--- src/rtl/drscu_pkg.sv ---
// Constants shared by the serial command unit of the dual resistor.
// Assumes a single 50 MHz clock; SPI pins are sampled by that clock.
package drscu_pkg;
	localparam int FRAME_BITS = 24;
	localparam logic [4:0] FRAME_COUNT = 5'h18;
	localparam int WIPER_BITS = 10;
	localparam int NV_WORDS = 16;
	localparam logic [9:0] WIPER_FULL = 10'h3ff;
	localparam logic [9:0] WIPER_RESET = 10'h000;
	localparam logic [15:0] NV_RESET = 16'h0000;
	localparam logic [4:0] COUNT_RESET = 5'h00;
	localparam logic [23:0] WORD_RESET = 24'h000000;
	// Frame field positions
	localparam int CMD_MSB = 23;
	localparam int ADDR_MSB = 19;
	localparam int DATA_MSB = 15;
	// Store slots: wipers first, then the spare words
	localparam logic [3:0] SLOT_WIPER_A = 4'h0;
	localparam logic [3:0] SLOT_WIPER_B = 4'h1;
	localparam logic [3:0] SLOT_USER_FIRST = 4'h2;
	localparam logic [3:0] SLOT_USER_LAST = 4'he;
	// Command nibbles
	localparam logic [3:0] CMD_NOP = 4'h0;
	localparam logic [3:0] CMD_RESTORE = 4'h1;
	localparam logic [3:0] CMD_STORE = 4'h2;
	localparam logic [3:0] CMD_USER_STORE = 4'h3;
	localparam logic [3:0] CMD_RESTORE_ALL = 4'h8;
	localparam logic [3:0] CMD_READ_STORE = 4'h9;
	localparam logic [3:0] CMD_READ_WIPER = 4'ha;
	localparam logic [3:0] CMD_SET_WIPER = 4'hb;
	localparam logic [3:0] CMD_SHIFT_LEFT = 4'hc;
	localparam logic [3:0] CMD_INCREMENT = 4'he;
	typedef enum logic [2:0] {
		ST_RESTORE = 3'b001,
		ST_IDLE = 3'b010,
		ST_ACTIVE = 3'b100
	} drscu_state_e;
endpackage : drscu_pkg

--- src/rtl/drscu_frame_if.sv ---
// Carries whole frames between the shift engine and the command core.
// Assumes both ends run on the same clock.
`timescale 1ns/1ps
interface drscu_frame_if;
	import drscu_pkg::*;
	logic frame_valid;
	logic [FRAME_BITS-1:0] frame;
	logic [FRAME_BITS-1:0] tx_word;
	modport shifter (output frame_valid, output frame, input tx_word);
	modport core (input frame_valid, input frame, output tx_word);
endinterface : drscu_frame_if

--- src/rtl/drscu_shifter.sv ---
// SPI slave shift engine, modes 0/0 and 1/1, MSB first, 24-bit frames.
// Assumes sclk, cs_n and serial_in are synchronous to i_mclk and slow.
`timescale 1ns/1ps
module drscu_shifter
	import drscu_pkg::*;
(
	input wire logic i_mclk,
	input wire logic i_reset_n,
	input wire logic i_sclk,
	input wire logic i_cs_n,
	input wire logic i_serial_in,
	output logic o_serial_out,
	output logic o_serial_out_oe,
	drscu_frame_if.shifter frame_port
);
	logic sclk_reg, sclk_next;
	logic cs_n_reg, cs_n_next;
	logic valid_reg, valid_next;
	logic [4:0] count_reg, count_next;
	logic [FRAME_BITS-1:0] rx_reg, rx_next;
	logic [FRAME_BITS-1:0] tx_reg, tx_next;
	logic rise, fall, cs_fall, cs_rise;

	always_comb
	begin
		sclk_next = i_sclk;
		cs_n_next = i_cs_n;
		rise = i_sclk & ~sclk_reg & ~i_cs_n;
		fall = ~i_sclk & sclk_reg & ~i_cs_n;
		cs_fall = ~i_cs_n & cs_n_reg;
		cs_rise = i_cs_n & ~cs_n_reg;
		rx_next = rx_reg;
		tx_next = tx_reg;
		count_next = count_reg;
		valid_next = cs_rise && (count_reg == FRAME_COUNT);
		if (cs_fall)
		begin
			// First bit must stand before the first sampling edge
			tx_next = frame_port.tx_word;
			count_next = COUNT_RESET;
		end
		else
		begin
			if (rise && count_reg < FRAME_COUNT)
			begin
				rx_next = {rx_reg[FRAME_BITS-2:0], i_serial_in};
				count_next = count_reg + 5'h01;
			end
			// No shift before the first sample: mode 1/1 leads with a falling edge
			if (fall && count_reg != COUNT_RESET)
				tx_next = {tx_reg[FRAME_BITS-2:0], 1'b0};
		end
	end

	always_ff @(posedge i_mclk)
	begin
		if (!i_reset_n)
		begin
			sclk_reg <= 1'b0;
			cs_n_reg <= 1'b1;
			valid_reg <= 1'b0;
			count_reg <= COUNT_RESET;
			rx_reg <= WORD_RESET;
			tx_reg <= WORD_RESET;
		end
		else
		begin
			sclk_reg <= sclk_next;
			cs_n_reg <= cs_n_next;
			valid_reg <= valid_next;
			count_reg <= count_next;
			rx_reg <= rx_next;
			tx_reg <= tx_next;
		end
	end

	// Short frames are dropped whole
	assign frame_port.frame_valid = valid_reg;
	assign frame_port.frame = rx_reg;
	assign o_serial_out = tx_reg[FRAME_BITS-1];
	assign o_serial_out_oe = ~cs_n_reg;
endmodule : drscu_shifter

--- src/rtl/drscu_top.sv ---
// Serial command unit of a dual programmable resistor with backing store.
// Assumes SPI pins and the preset pin are synchronous to i_mclk.
`timescale 1ns/1ps
module drscu_top
	import drscu_pkg::*;
#(
	parameter logic [15:0] NV_INIT = NV_RESET
)
(
	input wire logic i_mclk,
	input wire logic i_reset_n,
	input wire logic i_sclk,
	input wire logic i_cs_n,
	input wire logic i_serial_in,
	input wire logic i_preset_restore_pin_n,
	output logic o_serial_out,
	output logic o_serial_out_oe,
	output logic [WIPER_BITS-1:0] o_wiper_a,
	output logic [WIPER_BITS-1:0] o_wiper_b,
	output logic o_logic_active
);
	drscu_frame_if frame_bus ();

	drscu_shifter u_shifter (
		.i_mclk(i_mclk),
		.i_reset_n(i_reset_n),
		.i_sclk(i_sclk),
		.i_cs_n(i_cs_n),
		.i_serial_in(i_serial_in),
		.o_serial_out(o_serial_out),
		.o_serial_out_oe(o_serial_out_oe),
		.frame_port(frame_bus.shifter)
	);

	drscu_state_e state_reg, state_next;
	logic [WIPER_BITS-1:0] wiper_reg [2];
	logic [WIPER_BITS-1:0] wiper_next [2];
	logic [FRAME_BITS-1:0] tx_reg, tx_next;
	logic preset_reg, preset_next;
	logic [15:0] nonvolatile_store [NV_WORDS];
	logic [15:0] store_next [NV_WORDS];
	logic nv_we;
	logic [3:0] nv_addr;
	logic [15:0] nv_wdata;
	logic [3:0] cmd, addr;
	logic [15:0] data;
	logic ch;
	logic ch_ok;
	logic user_ok;
	logic preset_strobe;

	assign cmd = frame_bus.frame[CMD_MSB -: 4];
	assign addr = frame_bus.frame[ADDR_MSB -: 4];
	assign data = frame_bus.frame[DATA_MSB -: 16];
	assign ch = addr[0];
	// Only slots 0 and 1 hold wipers; wiper frames elsewhere are refused
	assign ch_ok = (addr == SLOT_WIPER_A) || (addr == SLOT_WIPER_B);
	// Slot 15 has no spare word behind it
	assign user_ok = (addr >= SLOT_USER_FIRST) && (addr <= SLOT_USER_LAST);
	assign preset_strobe = preset_reg & ~i_preset_restore_pin_n;

	always_comb
	begin
		state_next = state_reg;
		wiper_next = wiper_reg;
		tx_next = tx_reg;
		preset_next = i_preset_restore_pin_n;
		nv_we = 1'b0;
		nv_addr = SLOT_WIPER_A;
		nv_wdata = NV_RESET;
		case (state_reg)
			ST_RESTORE:
			begin
				// Power-on reload of both channels
				wiper_next[0] = nonvolatile_store[SLOT_WIPER_A][WIPER_BITS-1:0];
				wiper_next[1] = nonvolatile_store[SLOT_WIPER_B][WIPER_BITS-1:0];
				state_next = ST_IDLE;
			end
			default:
			begin
				if (preset_strobe)
				begin
					wiper_next[0] = nonvolatile_store[SLOT_WIPER_A][WIPER_BITS-1:0];
					wiper_next[1] = nonvolatile_store[SLOT_WIPER_B][WIPER_BITS-1:0];
				end
				// A frame in the same cycle overrides the preset for its own channel
				if (frame_bus.frame_valid)
				begin
					tx_next = frame_bus.frame;
					case (cmd)
						CMD_NOP:
							state_next = ST_IDLE;
						CMD_RESTORE:
							if (ch_ok)
							begin
								wiper_next[ch] = nonvolatile_store[addr][WIPER_BITS-1:0];
								state_next = ST_ACTIVE;
							end
						CMD_STORE:
							if (ch_ok)
							begin
								nv_we = 1'b1;
								nv_addr = addr;
								nv_wdata = {6'h00, wiper_reg[ch]};
							end
						CMD_USER_STORE:
							if (user_ok)
							begin
								nv_we = 1'b1;
								nv_addr = addr;
								nv_wdata = data;
							end
						CMD_RESTORE_ALL:
						begin
							wiper_next[0] = nonvolatile_store[SLOT_WIPER_A][WIPER_BITS-1:0];
							wiper_next[1] = nonvolatile_store[SLOT_WIPER_B][WIPER_BITS-1:0];
							state_next = ST_ACTIVE;
						end
						CMD_READ_STORE:
						begin
							// Wiper slots read back too; they hold 10 bits
							tx_next = {cmd, addr, nonvolatile_store[addr]};
							state_next = ST_ACTIVE;
						end
						CMD_READ_WIPER:
							if (ch_ok)
							begin
								tx_next = {cmd, addr, 6'h00, wiper_reg[ch]};
								state_next = ST_ACTIVE;
							end
						CMD_SET_WIPER:
							if (ch_ok)
								wiper_next[ch] = data[WIPER_BITS-1:0];
						CMD_SHIFT_LEFT:
							if (ch_ok)
							begin
								// Top bit set means doubling overflows
								if (wiper_reg[ch][WIPER_BITS-1])
									wiper_next[ch] = WIPER_FULL;
								else
									wiper_next[ch] = {wiper_reg[ch][WIPER_BITS-2:0], 1'b0};
							end
						CMD_INCREMENT:
							if (ch_ok)
							begin
								// Held at full scale rather than wrapping to zero
								if (wiper_reg[ch] != WIPER_FULL)
									wiper_next[ch] = wiper_reg[ch] + 10'h001;
							end
						default:
							tx_next = frame_bus.frame;
					endcase
				end
			end
		endcase
	end

	always_ff @(posedge i_mclk)
	begin
		if (!i_reset_n)
		begin
			state_reg <= ST_RESTORE;
			wiper_reg[0] <= WIPER_RESET;
			wiper_reg[1] <= WIPER_RESET;
			tx_reg <= WORD_RESET;
			preset_reg <= 1'b1;
		end
		else
		begin
			state_reg <= state_next;
			wiper_reg <= wiper_next;
			tx_reg <= tx_next;
			preset_reg <= preset_next;
		end
	end

	// Store write port; at most one slot per frame
	always_comb
	begin
		store_next = nonvolatile_store;
		if (nv_we)
			store_next[nv_addr] = nv_wdata;
	end

	// Reset stands in for first power-up of an erased store
	always_ff @(posedge i_mclk)
	begin
		if (!i_reset_n)
		begin
			for (int i = 0; i < NV_WORDS; i++)
				nonvolatile_store[i] <= NV_INIT;
		end
		else
			nonvolatile_store <= store_next;
	end

	assign frame_bus.tx_word = tx_reg;
	assign o_wiper_a = wiper_reg[0];
	assign o_wiper_b = wiper_reg[1];
	// High-power flag; only a no-operation frame or reset clears it
	assign o_logic_active = (state_reg == ST_ACTIVE);
endmodule : drscu_top

--- config.mk ---
export PLATFORM = sky130hd
export DESIGN_NAME = drscu_top
export DESIGN_NICKNAME = d
export VERILOG_FILES = /design/src/rtl/drscu_pkg.sv /design/src/rtl/drscu_frame_if.sv /design/src/rtl/drscu_shifter.sv /design/src/rtl/drscu_top.sv
export SDC_FILE = /design/constraint.sdc
export NUM_CORES = 1
export LEC_CHECK = 0
export BUFFER_PORTS_ARGS = -buffer_cell sky130_fd_sc_hd__buf_2
export CAP_MARGIN = 5
export CORE_UTILIZATION = 30
export DETAILED_ROUTE_END_ITERATION = 10
export GPL_TIMING_DRIVEN = 0
export PLACE_DENSITY = 0.56
export SETUP_SLACK_MARGIN = 0.02
export SLEW_MARGIN = 20
export SYNTH_ARGS = -nofsm -noshare
export SYNTH_HDL_FRONTEND = slang
export SYNTH_SLANG_ARGS = --single-unit
--- constraint.sdc ---
create_clock -name i_mclk -period 2.4 [get_ports i_mclk]
set_clock_uncertainty 0.05 [all_clocks]
set_input_delay 0.36 -clock i_mclk [delete_from_list [all_inputs] [get_ports i_mclk]]
set_output_delay 0.36 -clock i_mclk [all_outputs]
set_load 0.01 [all_outputs]
==> metrics.md, run 1 <==
| Metric | Value |
|---|---|
| Setup TNS | `-1.56 ns` |
| Row count | `90` |
| Worst reg2reg startpoint | `u_shifter.frame_port.frame[16]$_SDFFE_PN0P_` |
| MaxCap Viol Count | `0` |
| Worst setup SP type | `flop` |
| CTS root buffer | `clkbuf_16` |
| Syn Inst Count | `2,125` |
| Hold Worst Slack | `0.0492 ns` |
| TritonCTS clock tree | `built` |
| Fmax | `394 MHz` |
| Async S/R FF share, synth | `0` |
| FILL cells | `6,054` |
| Leading area contributor after synthesis | `dfxtp_1` |
| Logic gate share of total power | `0.029` |
| Fin crit period | `2.54 ns` |
| Area grow syn2layout | `23.7%` |
| DRC Markers | `0` |
| NetSw | `2.95 mW` |
| Pins Over Slew Limit | `0` |
| Yosys warns | `0` |
| Ports | `29` |
| Syn avg cell area | `8.70 um2` |
| Yosys reg bits | `360` |
| Reg-to-Reg End | `o_wiper_b[4]$_SDFF_PN0_` |
| CP max FO | `8` |
| Sequential Area | `between 7000 and 8000 um2` |
| Core area | `approximately 61,000 um2` |
| RSZ-0062 raised after global routing | `true` |
| Layout Nets | `approximately 2,300` |
| CTS sink count | `360` |
| Layout cells sized above 1 | `0.222` |
| Crit path kind | `flop to flop` |
| Count of different cell masters after synthesis | `97` |
| First-pass GRT wire length | `approximately 110,000 um` |
| Crit-path cells | `buf_8 > buf_12 > buf_12 > mux2_4 > ha_4 > nand4b_1 > nand2_4 > a21oi_4 > buf_6 > nor2b_4 > a211oi_2 > a211o_1` |
| Post-layout util | `0.378` |
| Crit-path max cell delay | `0.33 ns` |
| Sequential share of the synthesized area | `0.390` |
| Top-area cell type share of the netlist area | `0.390` |
| Initial antenna violation count | `0` |
| CTS clk-pin slew, worst paths | `0.06 ns` |
| Syn Nets | `between 2,000 and 2,500` |
| Fin. Hold Viols | `0` |
| Part of the power in registers | `0.465` |
| Largest register FFs | `256` |
| 1st-pass router iterations | `8` |
| Worst Hold Class | `input port to flop` |
| CP top delay family | `compound AO/OA/AOI/OAI gates` |
| Critical Path Sink Type | `flop` |
| Outcome | `complete, but fails checks` |
| Worst EP required | `roughly 2.8 ns` |
| # setup viols final | `24` |
| Crit path DAT | `a little under 3 ns` |
| Sw frac | `0.227` |
| Failing checks | `setup timing` |
| Area occupied by multi-input gates | `around 11,000 um2` |
| Synth area leaders | `dfxtp_1, nand2_1, mux4_2` |
| Vias | `17,185` |
| Reg with most FFs | `nonvolatile_store` |
| Total grt overflow | `0` |
| Hold path startpoint | `i_serial_in` |
| CTS Buf Count | `43` |
| DR iter-0 viols | `1,679` |
| Tcrit/Tclk final | `1.06` |
| WL per Instance | `23.6 um` |
| FF-to-FF setup slack | `-0.14 ns` |
| Worst path depth | `12` |
| DR vias/cell | `5.56` |
| Pin count of the biggest net entering global routing | `13` |
| Die X-Extent | `250 um` |
| Worst vdd ir | `roughly 0.39 mV` |
| Antenna Nets Post-Route | `0` |
| Power, Total | `between 10 and 15 mW` |
| Die area | `~63,000 um2` |
| Worst Setup SP | `u_shifter.frame_port.frame[16]$_SDFFE_PN0P_` |
| Synth cell count leaders | `nand2_1, dfxtp_1, o21ai_0` |
| Leak | `8.34 nW` |
| Worst-case reg-to-reg path depth | `12` |
| Final WL | `73,100 um` |
| Max Root-Sink Buffers | `3` |
| Post-Synthesis Cell Area | `approximately 18,000 um2` |
| Slowest cell on crit path | `dfxtp_2` |
| Initial Util | `0.305` |
| CP most frequent cell | `buf_12` |
| Post-synth EDFFs | `0` |
| Clk pwr share | `0.506` |
| Placer Congestion | `between 0.9 and 1` |
| H-tree level count | `2` |
| Final WS setup | `-0.140 ns` |
| PD cells | `567 nW/um2` |
| Worst setup endpoint | `o_wiper_b[4]$_SDFF_PN0_` |
| Ant diodes | `0` |
| Hpwl dp | `about 52,000 um` |
| Latest clock arrival within the worst-skew pair | `0.58 ns` |
| Internal Power | `10.0 mW` |
| Actual slew at the worst max-slew pin | `1.01 ns` |
| Worst slew margin | `0.329` |
| Gr usage total | `0.228` |
| Vias in the first global route | `16,394` |
| Most common cell in the netlist | `nand2_1` |
| Port bufs | `28` |
| Die H | `250 um` |
| Post-synth top flop | `dfxtp_1` |
| Buf/Inv on CP | `4` |
metal layers:
metal,vias up,track usage,part of all wire
li1,7788,-,-
met1,8491,0.299,0.43
met2,735,0.367,0.45
met3,171,0.0428,0.077
met4,0,0.0933,0.041
met5,-,0,0
worst register-to-register path, cell delays in order, from the launching register on:
cell and delay, ns:
dfxtp_2 0.33, buf_8 0.13, buf_12 0.15, buf_12 0.14, mux2_4 0.33, ha_4 0.17, nand4b_1 0.13, nand2_4 0.12
a21oi_4 0.23, buf_6 0.16, nor2b_4 0.14, a211oi_2 0.04, a211o_1 0.32
through the flow:
stage,instance area [um2],setup slack (ns),cells
after floorplan,18500,-0.0148,2125
after global placement,19700,-1.39,2935
after detailed placement,19700,-0.844,2936
after global routing,22900,-0.218,3091
final,22900,-0.140,3091
after CTS,21900,-0.100,3045
power groups by stage:
stage                     clock (mW)  combinational [mW]  sequential (mW)
after floorplan                    0               0.226             6.15
after global placement             0               0.361             6.16
final                           6.56               0.374             6.03
after detailed placement           0               0.364             6.16
after global routing            6.91               0.400             6.03
after CTS                       6.65               0.370             6.03
area by class of cell:
cell class / instances / area share
Multi-Input combinational cell: 1566 / 0.480
Tap cell: 782 / 0.0428
Inverter: 13 / 0.00219
Clock buffer: 62 / 0.0555
Buffer: 185 / 0.0556
Clock inverter: 13 / 0.00552
Sequential cell: 360 / 0.316
Timing Repair Buffer: 110 / 0.0427
placed cells by master (no fill, tap or decap), types with 29 or more instances in the layout:
master	synthesis	final
nand2_1	562	552
dfxtp_1	360	353
o21ai_0	140	137
a21boi_1	118	118
and2_1	98	97
buf_4	17	81
a21boi_0	74	73
clkbuf_1	111	72
mux4_2	66	66
nor2_1	52	50
mux2i_1	58	49
buf_2	36	48
clkbuf_16	0	48
a21oi_1	43	36
clkbuf_2	0	29
worst min path at each step:
stage / cells after the start / to
2_1_floorplan: 1 / u_shifter.frame_port.frame_valid$_SDFF_PN0_
3_3_place_gp: 2 / nonvolatile_store[100]$_SDFFE_PN0P_
3_5_place_dp: 1 / nonvolatile_store[7]$_SDFFE_PN0P_
4_1_cts: 3 / u_shifter.frame_port.frame[0]$_SDFFE_PN0P_
5_1_grt: 3 / u_shifter.frame_port.frame[0]$_SDFFE_PN0P_
6_report: 3 / u_shifter.frame_port.frame[0]$_SDFFE_PN0P_
what timing repair did:
action | in CTS | in global routing
hold endpoints to repair | 3 | 0
gates cloned | 0 | 4
hold buffers | 3 | 0
pin swaps | 16 | 30
buffers inserted | 32 | 42
resized for setup | 153 | 163
setup endpoints to repair | 276 | 306
cells by family after synthesis:
family / count (synthesis) / share of synthesized area
AOI/OAI and AO/OA: 551 / 0.217
adders and majority gates: 3 / 0.00203
and+or+nand+nor: 870 / 0.216
muxes: 130 / 0.116
buffers and inverters: 199 / 0.0528
xor gates and xnor gates: 12 / 0.00568
DFF: 360 / 0.390
(Power assumes the default switching activity.)
==> run 2, diff against run 1 <==
--- a/config.mk
+++ b/config.mk
@@ -10,7 +10,7 @@
 export CORE_UTILIZATION = 30
 export DETAILED_ROUTE_END_ITERATION = 10
 export GPL_TIMING_DRIVEN = 0
-export PLACE_DENSITY = 0.56
+export PLACE_DENSITY = 0.54
 export SETUP_SLACK_MARGIN = 0.02
 export SLEW_MARGIN = 20
 export SYNTH_ARGS = -nofsm -noshare
==> run 2 against run 1 <==
  * The run still ends with setup timing left
  * Register-to-register slack is essentially flat
  * Combinational power about the same
  * Non-clock buffer count is 15 higher
  * Critical endpoint unchanged
  * Critical path depth is 3 lower
  * Worst setup slack worse by 0.0027 ns
  * Cell count rose by 0.58%
  * Flip-flop and latch count did not move
  * First-iteration DRC count decreased by 3.0%
  * Highest routed layer unchanged
  * Count of clock-buffer cells in the layout is 2 lower
  * Sequential share of layout area down 0.43 points
  * Routed wire length is 1.5% higher
==> metrics.md, run 2 (same netlist as run 1, synthesis figures left out) <==
| Metric | Value |
|---|---|
| H-tree level count | `2 (unchanged)` |
| Total grt overflow | `0 (unchanged)` |
| Leak | `8.46 nW (+1.4%)` |
| Port bufs | `28 (unchanged)` |
| DRC Markers | `0 (unchanged)` |
| Max Root-Sink Buffers | `3 (unchanged)` |
| PD cells | `557 nW/um2 (-1.7%)` |
| Logic gate share of total power | `0.029 (about the same)` |
| Fin crit period | `2.54 ns (+0.00271 ns)` |
| Tcrit/Tclk final | `1.06 (+0.00113)` |
| Hpwl dp | `52,500 um (+0.41%)` |
| CTS clk-pin slew, worst paths | `0.06 ns (about the same)` |
| Die area | `62,700 um2 (unchanged)` |
| Area grow syn2layout | `25.5%` |
| WL per Instance | `23.9 um (+0.95%)` |
| Vias | `17,323 (+0.80%)` |
| Worst vdd ir | `0.501 mV (+29%)` |
| Ant diodes | `0 (unchanged)` |
| Final WL | `74,200 um (+1.5%)` |
| Critical Path Sink Type | `flop` |
| Layout Nets | `2,302 (+0.61%)` |
| DR iter-0 viols | `1,628 (-3.0%)` |
| Initial Util | `0.305 (unchanged)` |
| Largest register FFs | `256 (unchanged)` |
| CP max FO | `5 (-3)` |
| Actual slew at the worst max-slew pin | `0.931 ns (-0.0748 ns)` |
| CP most frequent cell | `buf_12` |
| NetSw | `3.06 mW (+3.7%)` |
| Worst EP required | `2.79 ns (about the same)` |
| Crit-path cells | `buf_12 > buf_12 > buf_8 > mux4_2 > o22ai_4 > a21oi_4 > nor3_2 > a2111oi_2 > a211o_1` |
| Fmax | `393 MHz (-0.11%)` |
| Worst slew margin | `0.379 (+0.0499)` |
| CP top delay family | `compound AO/OA/AOI/OAI gates` |
| CTS sink count | `360 (unchanged)` |
| Layout cells sized above 1 | `0.231 (+0.00946)` |
| Part of the power in registers | `0.466 (about the same)` |
| MaxCap Viol Count | `0 (unchanged)` |
| Worst setup SP type | `flop` |
| Sw frac | `0.236 (+0.00898)` |
| DR vias/cell | `5.57 (+0.22%)` |
| Hold Worst Slack | `0.399 ns (+0.350 ns)` |
| Vias in the first global route | `16,737 (+2.1%)` |
| Initial antenna violation count | `1 (+1)` |
| Row count | `90 (unchanged)` |
| Crit-path max cell delay | `0.52 ns (+0.19 ns)` |
| Buf/Inv on CP | `3 (-1)` |
| First-pass GRT wire length | `109,000 um (+1.3%)` |
| Internal Power | `9.88 mW (-1.4%)` |
| 1st-pass router iterations | `5 (-3)` |
| Setup TNS | `-1.88 ns (-0.326 ns)` |
| Slowest cell on crit path | `mux4_2` |
| CTS root buffer | `clkbuf_16` |
| Fin. Hold Viols | `0 (unchanged)` |
| Gr usage total | `0.231 (+0.00292)` |
| Placer Congestion | `0.991 (+2.5%)` |
| Pins Over Slew Limit | `0 (unchanged)` |
| # setup viols final | `26 (+8.3%)` |
| Latest clock arrival within the worst-skew pair | `0.60 ns (+0.02 ns)` |
| Crit path kind | `flop to flop` |
| RSZ-0062 raised after global routing | `true` |
| Die H | `250 um (unchanged)` |
| Crit path DAT | `2.93 ns (about the same)` |
| Antenna Nets Post-Route | `0 (unchanged)` |
| Ports | `29 (unchanged)` |
| Final WS setup | `-0.143 ns (-0.00271 ns)` |
| Reg with most FFs | `nonvolatile_store` |
| CTS Buf Count | `42 (-2.3%)` |
| Clk pwr share | `0.505 (about the same)` |
| Pin count of the biggest net entering global routing | `14 (+1)` |
| TritonCTS clock tree | `built` |
| Most common cell after layout, fill and taps aside | `nand2_1` |
| Core area | `60,600 um2 (unchanged)` |
| Outcome | `complete, but fails checks` |
| Worst Hold Class | `flop to flop` |
| Die X-Extent | `250 um (unchanged)` |
| Failing checks | `setup timing` |
| Most frequent cells in the layout | `nand2_1, dfxtp_1, o21ai_0` |
## run 2: metrics by stage
stage	instances	util	setup slack, ns	power [mW]	area (um2)
floorplan	2125	-	-0.0148	6.38	18500
finish	3109	0.383	-0.143	12.9	23200
global route	3109	0.383	-0.166	13.3	23200
detailed placement	2935	0.324	-1.38	6.52	19700
CTS	3054	0.368	-0.144	13.0	22300
global placement	2935	0.324	-1.35	6.52	19700
## run 2: layout make-up
class,instances,area (um2)
tap,782,978
clock inverter,18,208
clock buffer,60,1200
fill,6089,37400
sequential,360,7220
multi-input combinational,1566,11100
timing repair buffer,128,1200
buffer,182,1280
inverter,13,50.0
## run 2: power groups by stage
stage | clock network (mW) | logic, mW | registers, mW
3_5_place_dp | 0 | 0.362 | 6.16
3_3_place_gp | 0 | 0.361 | 6.16
2_1_floorplan | 0 | 0.226 | 6.15
5_1_grt | 6.87 | 0.401 | 6.02
4_1_cts | 6.64 | 0.370 | 6.02
6_report | 6.54 | 0.376 | 6.02
## run 2: final timing paths
kind	startpoint	endpoint	slack, ns	cells past startpoint
min	u_shifter.cs_n_reg$_SDFF_PN1_	u_shifter.frame_port.frame_valid$_SDFF_PN0_	0.40	1
max	u_shifter.frame_port.frame[16]$_SDFFE_PN0P_	o_wiper_b[4]$_SDFF_PN0_	-0.14	9
max reg2reg	u_shifter.frame_port.frame[16]$_SDFFE_PN0P_	o_wiper_b[4]$_SDFF_PN0_	-0.14	9
min reg2reg	u_shifter.cs_n_reg$_SDFF_PN1_	u_shifter.frame_port.frame_valid$_SDFF_PN0_	0.40	1
## run 2: layer usage
metal	up-vias	share of wire	global-route usage
met4	0	0.038	0.103
li1	7832	-	-
met2	768	0.45	0.368
met3	175	0.073	0.0325
met1	8548	0.44	0.309
met5	-	0	0
## run 2: worst register-to-register path, delay by kind of cell (launching register included)
kind	cells	cell delay (ns)
multiplexers	1	0.52
AO/OA/AOI/OAI	4	0.75
buffers and inverters	3	0.43
AND/OR/NAND/NOR	1	0.22
flip-flops	1	0.42
## run 2: what timing repair did
action / in CTS / in global routing
cloned: 1 / 3
setup buffers: 37 / 55
endpoints found under the hold margin: 5 / 0
pin swaps: 30 / 29
resized for setup: 213 / 112
hold buffers: 4 / 0
endpoints found under the setup margin: 276 / 295
==> run 3, diff against run 2 <==
--- a/config.mk
+++ b/config.mk
@@ -10,7 +10,7 @@
 export CORE_UTILIZATION = 30
 export DETAILED_ROUTE_END_ITERATION = 10
 export GPL_TIMING_DRIVEN = 0
-export PLACE_DENSITY = 0.54
+export PLACE_DENSITY = 0.52
 export SETUP_SLACK_MARGIN = 0.02
 export SLEW_MARGIN = 20
 export SYNTH_ARGS = -nofsm -noshare
==> constraint.sdc (replaced) <==
create_clock -name i_mclk -period 2.8 [get_ports i_mclk]
set_clock_uncertainty 0.05 [all_clocks]
set_input_delay 0.42 -clock i_mclk [delete_from_list [all_inputs] [get_ports i_mclk]]
set_output_delay 0.42 -clock i_mclk [all_outputs]
set_load 0.01 [all_outputs]
==> run 3 against run 2 <==
  * The run now ends clean
  * Non-clock buffer count is 81 lower
  * Die area stayed put
  * Core utilization is 2.9 points lower
  * Critical path depth is 2 lower
  * Sequential share of layout area is 2.5 points higher
  * Combinational power is 17% lower
  * Cell count is 2.8% lower
  * Hold slack worse by 0.36 ns
==> metrics.md, run 3 (same netlist as run 1, synthesis figures left out) <==
| Metric | Value |
|---|---|
| CP max FO | `10 (+5)` |
| Most common cell after layout, fill and taps aside | `nand2_1` |
| Most frequent cells in the layout | `nand2_1, dfxtp_1, o21ai_0` |
| Actual slew at the worst max-slew pin | `1.06 ns (+0.125 ns)` |
| DR vias/cell | `5.56 (-0.22%)` |
| Ant diodes | `0 (unchanged)` |
| Initial Util | `0.305 (unchanged)` |
| Pins Over Slew Limit | `0 (unchanged)` |
| Crit-path cells | `clkbuf_1 > clkbuf_2 > and3_1 > nand2_1 > clkbuf_1 > a221o_1 > nand3_1` |
| CP most frequent cell | `clkbuf_1` |
| Row count | `90 (unchanged)` |
| Placer Congestion | `0.969 (-2.2%)` |
| Fin crit period | `2.75 ns (+0.206 ns)` |
| Gr usage total | `0.229 (-0.00206)` |
| Core area | `60,600 um2 (unchanged)` |
| First-pass GRT wire length | `108,000 um (-1.1%)` |
| Routing usage on met2 | `0.368 (about the same)` |
| Pin count of the biggest net entering global routing | `13 (-1)` |
| GRT Max-Usage Layer | `met2` |
| Met3 GRT Util | `0.0355 (+0.00301)` |
| Power, Total | `11.0 mW (-15%)` |
| Hold Crit Depth | `2 (+1)` |
| DRC Markers | `0 (unchanged)` |
| Worst setup SP type | `flop` |
| PD cells | `515 nW/um2 (-7.6%)` |
| Outcome | `finished clean` |
| FILL cells | `6,238 (+2.4%)` |
| Crit path DAT | `3.22 ns (+0.29 ns)` |
| TritonCTS clock tree | `built` |
| Worst-case reg-to-reg path depth | `7 (-2)` |
| Vias | `16,807 (-3.0%)` |
| CTS clk-pin slew, worst paths | `0.06 ns (about the same)` |
| Fmax | `364 MHz (-7.5%)` |
| Ports | `29 (unchanged)` |
| WL per Instance | `23.8 um (-0.35%)` |
| Initial antenna violation count | `2 (+1)` |
| Worst EP required | `3.27 ns (+0.48 ns)` |
| Cts hold-fix bufs | `0 (-4)` |
| Total grt overflow | `0 (unchanged)` |
| CTS root buffer | `clkbuf_16` |
| Area grow syn2layout | `15.9%` |
| CTS sink count | `360 (unchanged)` |
| RSZ-0062 raised after global routing | `true` |
| FF-to-FF setup slack | `0.05 ns (+0.19 ns)` |
| Vias in the first global route | `16,412 (-1.9%)` |
| Crit-path max cell delay | `0.44 ns (-0.08 ns)` |
| Worst path depth | `7 (-2)` |
| MaxCap Viol Count | `0 (unchanged)` |
| CP top delay family | `buffers and inverters` |
| Port bufs | `28 (unchanged)` |
| Final WS setup | `0.0509 ns (+0.194 ns)` |
| H-tree level count | `2 (unchanged)` |
| Final WL | `71,900 um (-3.1%)` |
| Post-place setup slack | `-1.00 ns (+0.374 ns)` |
| Latest clock arrival within the worst-skew pair | `0.60 ns (about the same)` |
| Worst vdd ir | `0.391 mV (-22%)` |
| Largest register FFs | `256 (unchanged)` |
| Antenna Nets Post-Route | `0 (unchanged)` |
| Hpwl dp | `53,000 um (+0.96%)` |
| 1st-pass router iterations | `5 (unchanged)` |
| Critical Path Sink Type | `flop` |
| Leak | `7.66 nW (-9.5%)` |
| Die area | `62,700 um2 (unchanged)` |
| Slowest cell on crit path | `clkbuf_1` |
| # setup viols final | `0 (-100%)` |
| Worst Hold Class | `input port to flop` |
| Layout Nets | `2,221 (-3.5%)` |
| Met1 usage | `0.306 (-0.00286)` |
| Fin. Hold Viols | `0 (unchanged)` |
| Layout cells sized above 1 | `0.156 (-0.0755)` |
| Max Root-Sink Buffers | `3 (unchanged)` |
| Buf/Inv on CP | `3 (unchanged)` |
| Crit path kind | `flop to flop` |
| Reg with most FFs | `nonvolatile_store` |
| Die X-Extent | `250 um (unchanged)` |
| Worst slew margin | `0.296 (-0.0830)` |
| Tcrit/Tclk final | `0.982 (-0.0777)` |
| DR iter-0 viols | `1,511 (-7.2%)` |
| CTS Buf Count | `42 (unchanged)` |
| Die H | `250 um (unchanged)` |
[run 3: metrics by stage]
stage | hold slack, ns | util | std cells | cell area [um2] | TNS [ns]
global route | 0.0504 | 0.354 | 3023 | 21400 | 0
finish | 0.0377 | 0.354 | 3023 | 21400 | 0
floorplan | 0.370 | - | 2125 | 18500 | 0
CTS | 0.0152 | 0.351 | 3017 | 21200 | 0
detailed placement | 0.391 | 0.324 | 2935 | 19600 | -15.94
global placement | 0.387 | 0.324 | 2935 | 19600 | -16.40
[run 3: what timing repair did]
item	CTS	global route
hold endpoints to repair	0	0
setup buffers	9	6
gates resized for setup	46	47
pin swaps	2	3
setup endpoints to repair	116	90
[run 3: metal layers]
metal | vias up | wire length (um) | share of wire
li1 | 7687 | - | -
met1 | 8313 | 31900 | 0.44
met2 | 635 | 32500 | 0.45
met3 | 172 | 4670 | 0.065
met4 | 0 | 2780 | 0.039
met5 | - | 0 | 0
[run 3: report_power, final]
part           internal, mW  switching (mW)  total, mW
clock network          3.25            2.31       5.56
registers              5.15          0.0169       5.17
logic                 0.106           0.207      0.312
total                  8.50            2.53       11.0
[run 3: final cells by class]
class | count | area (um2) | share of cell area
Buffer | 186 | 1040 | 0.0483
Clock buffer | 62 | 1200 | 0.0558
Clock inverter | 11 | 180 | 0.00840
Inverter | 13 | 50.0 | 0.00233
Multi-Input combinational cell | 1566 | 10500 | 0.490
Sequential cell | 360 | 7210 | 0.336
Tap cell | 782 | 978 | 0.0456
Timing Repair Buffer | 43 | 285 | 0.0133
[run 3: path summary, 6_finish.rpt]
path                                              to                                   startpoint
hold / removal         u_shifter.cs_n_reg$_SDFF_PN1_                                       i_cs_n
setup reg to reg             o_wiper_b[6]$_SDFF_PN0_  u_shifter.frame_port.frame[22]$_SDFFE_PN0P_
setup / recovery             o_wiper_b[6]$_SDFF_PN0_  u_shifter.frame_port.frame[22]$_SDFFE_PN0P_
hold reg to reg   nonvolatile_store[24]$_SDFFE_PN0P_           nonvolatile_store[24]$_SDFFE_PN0P_
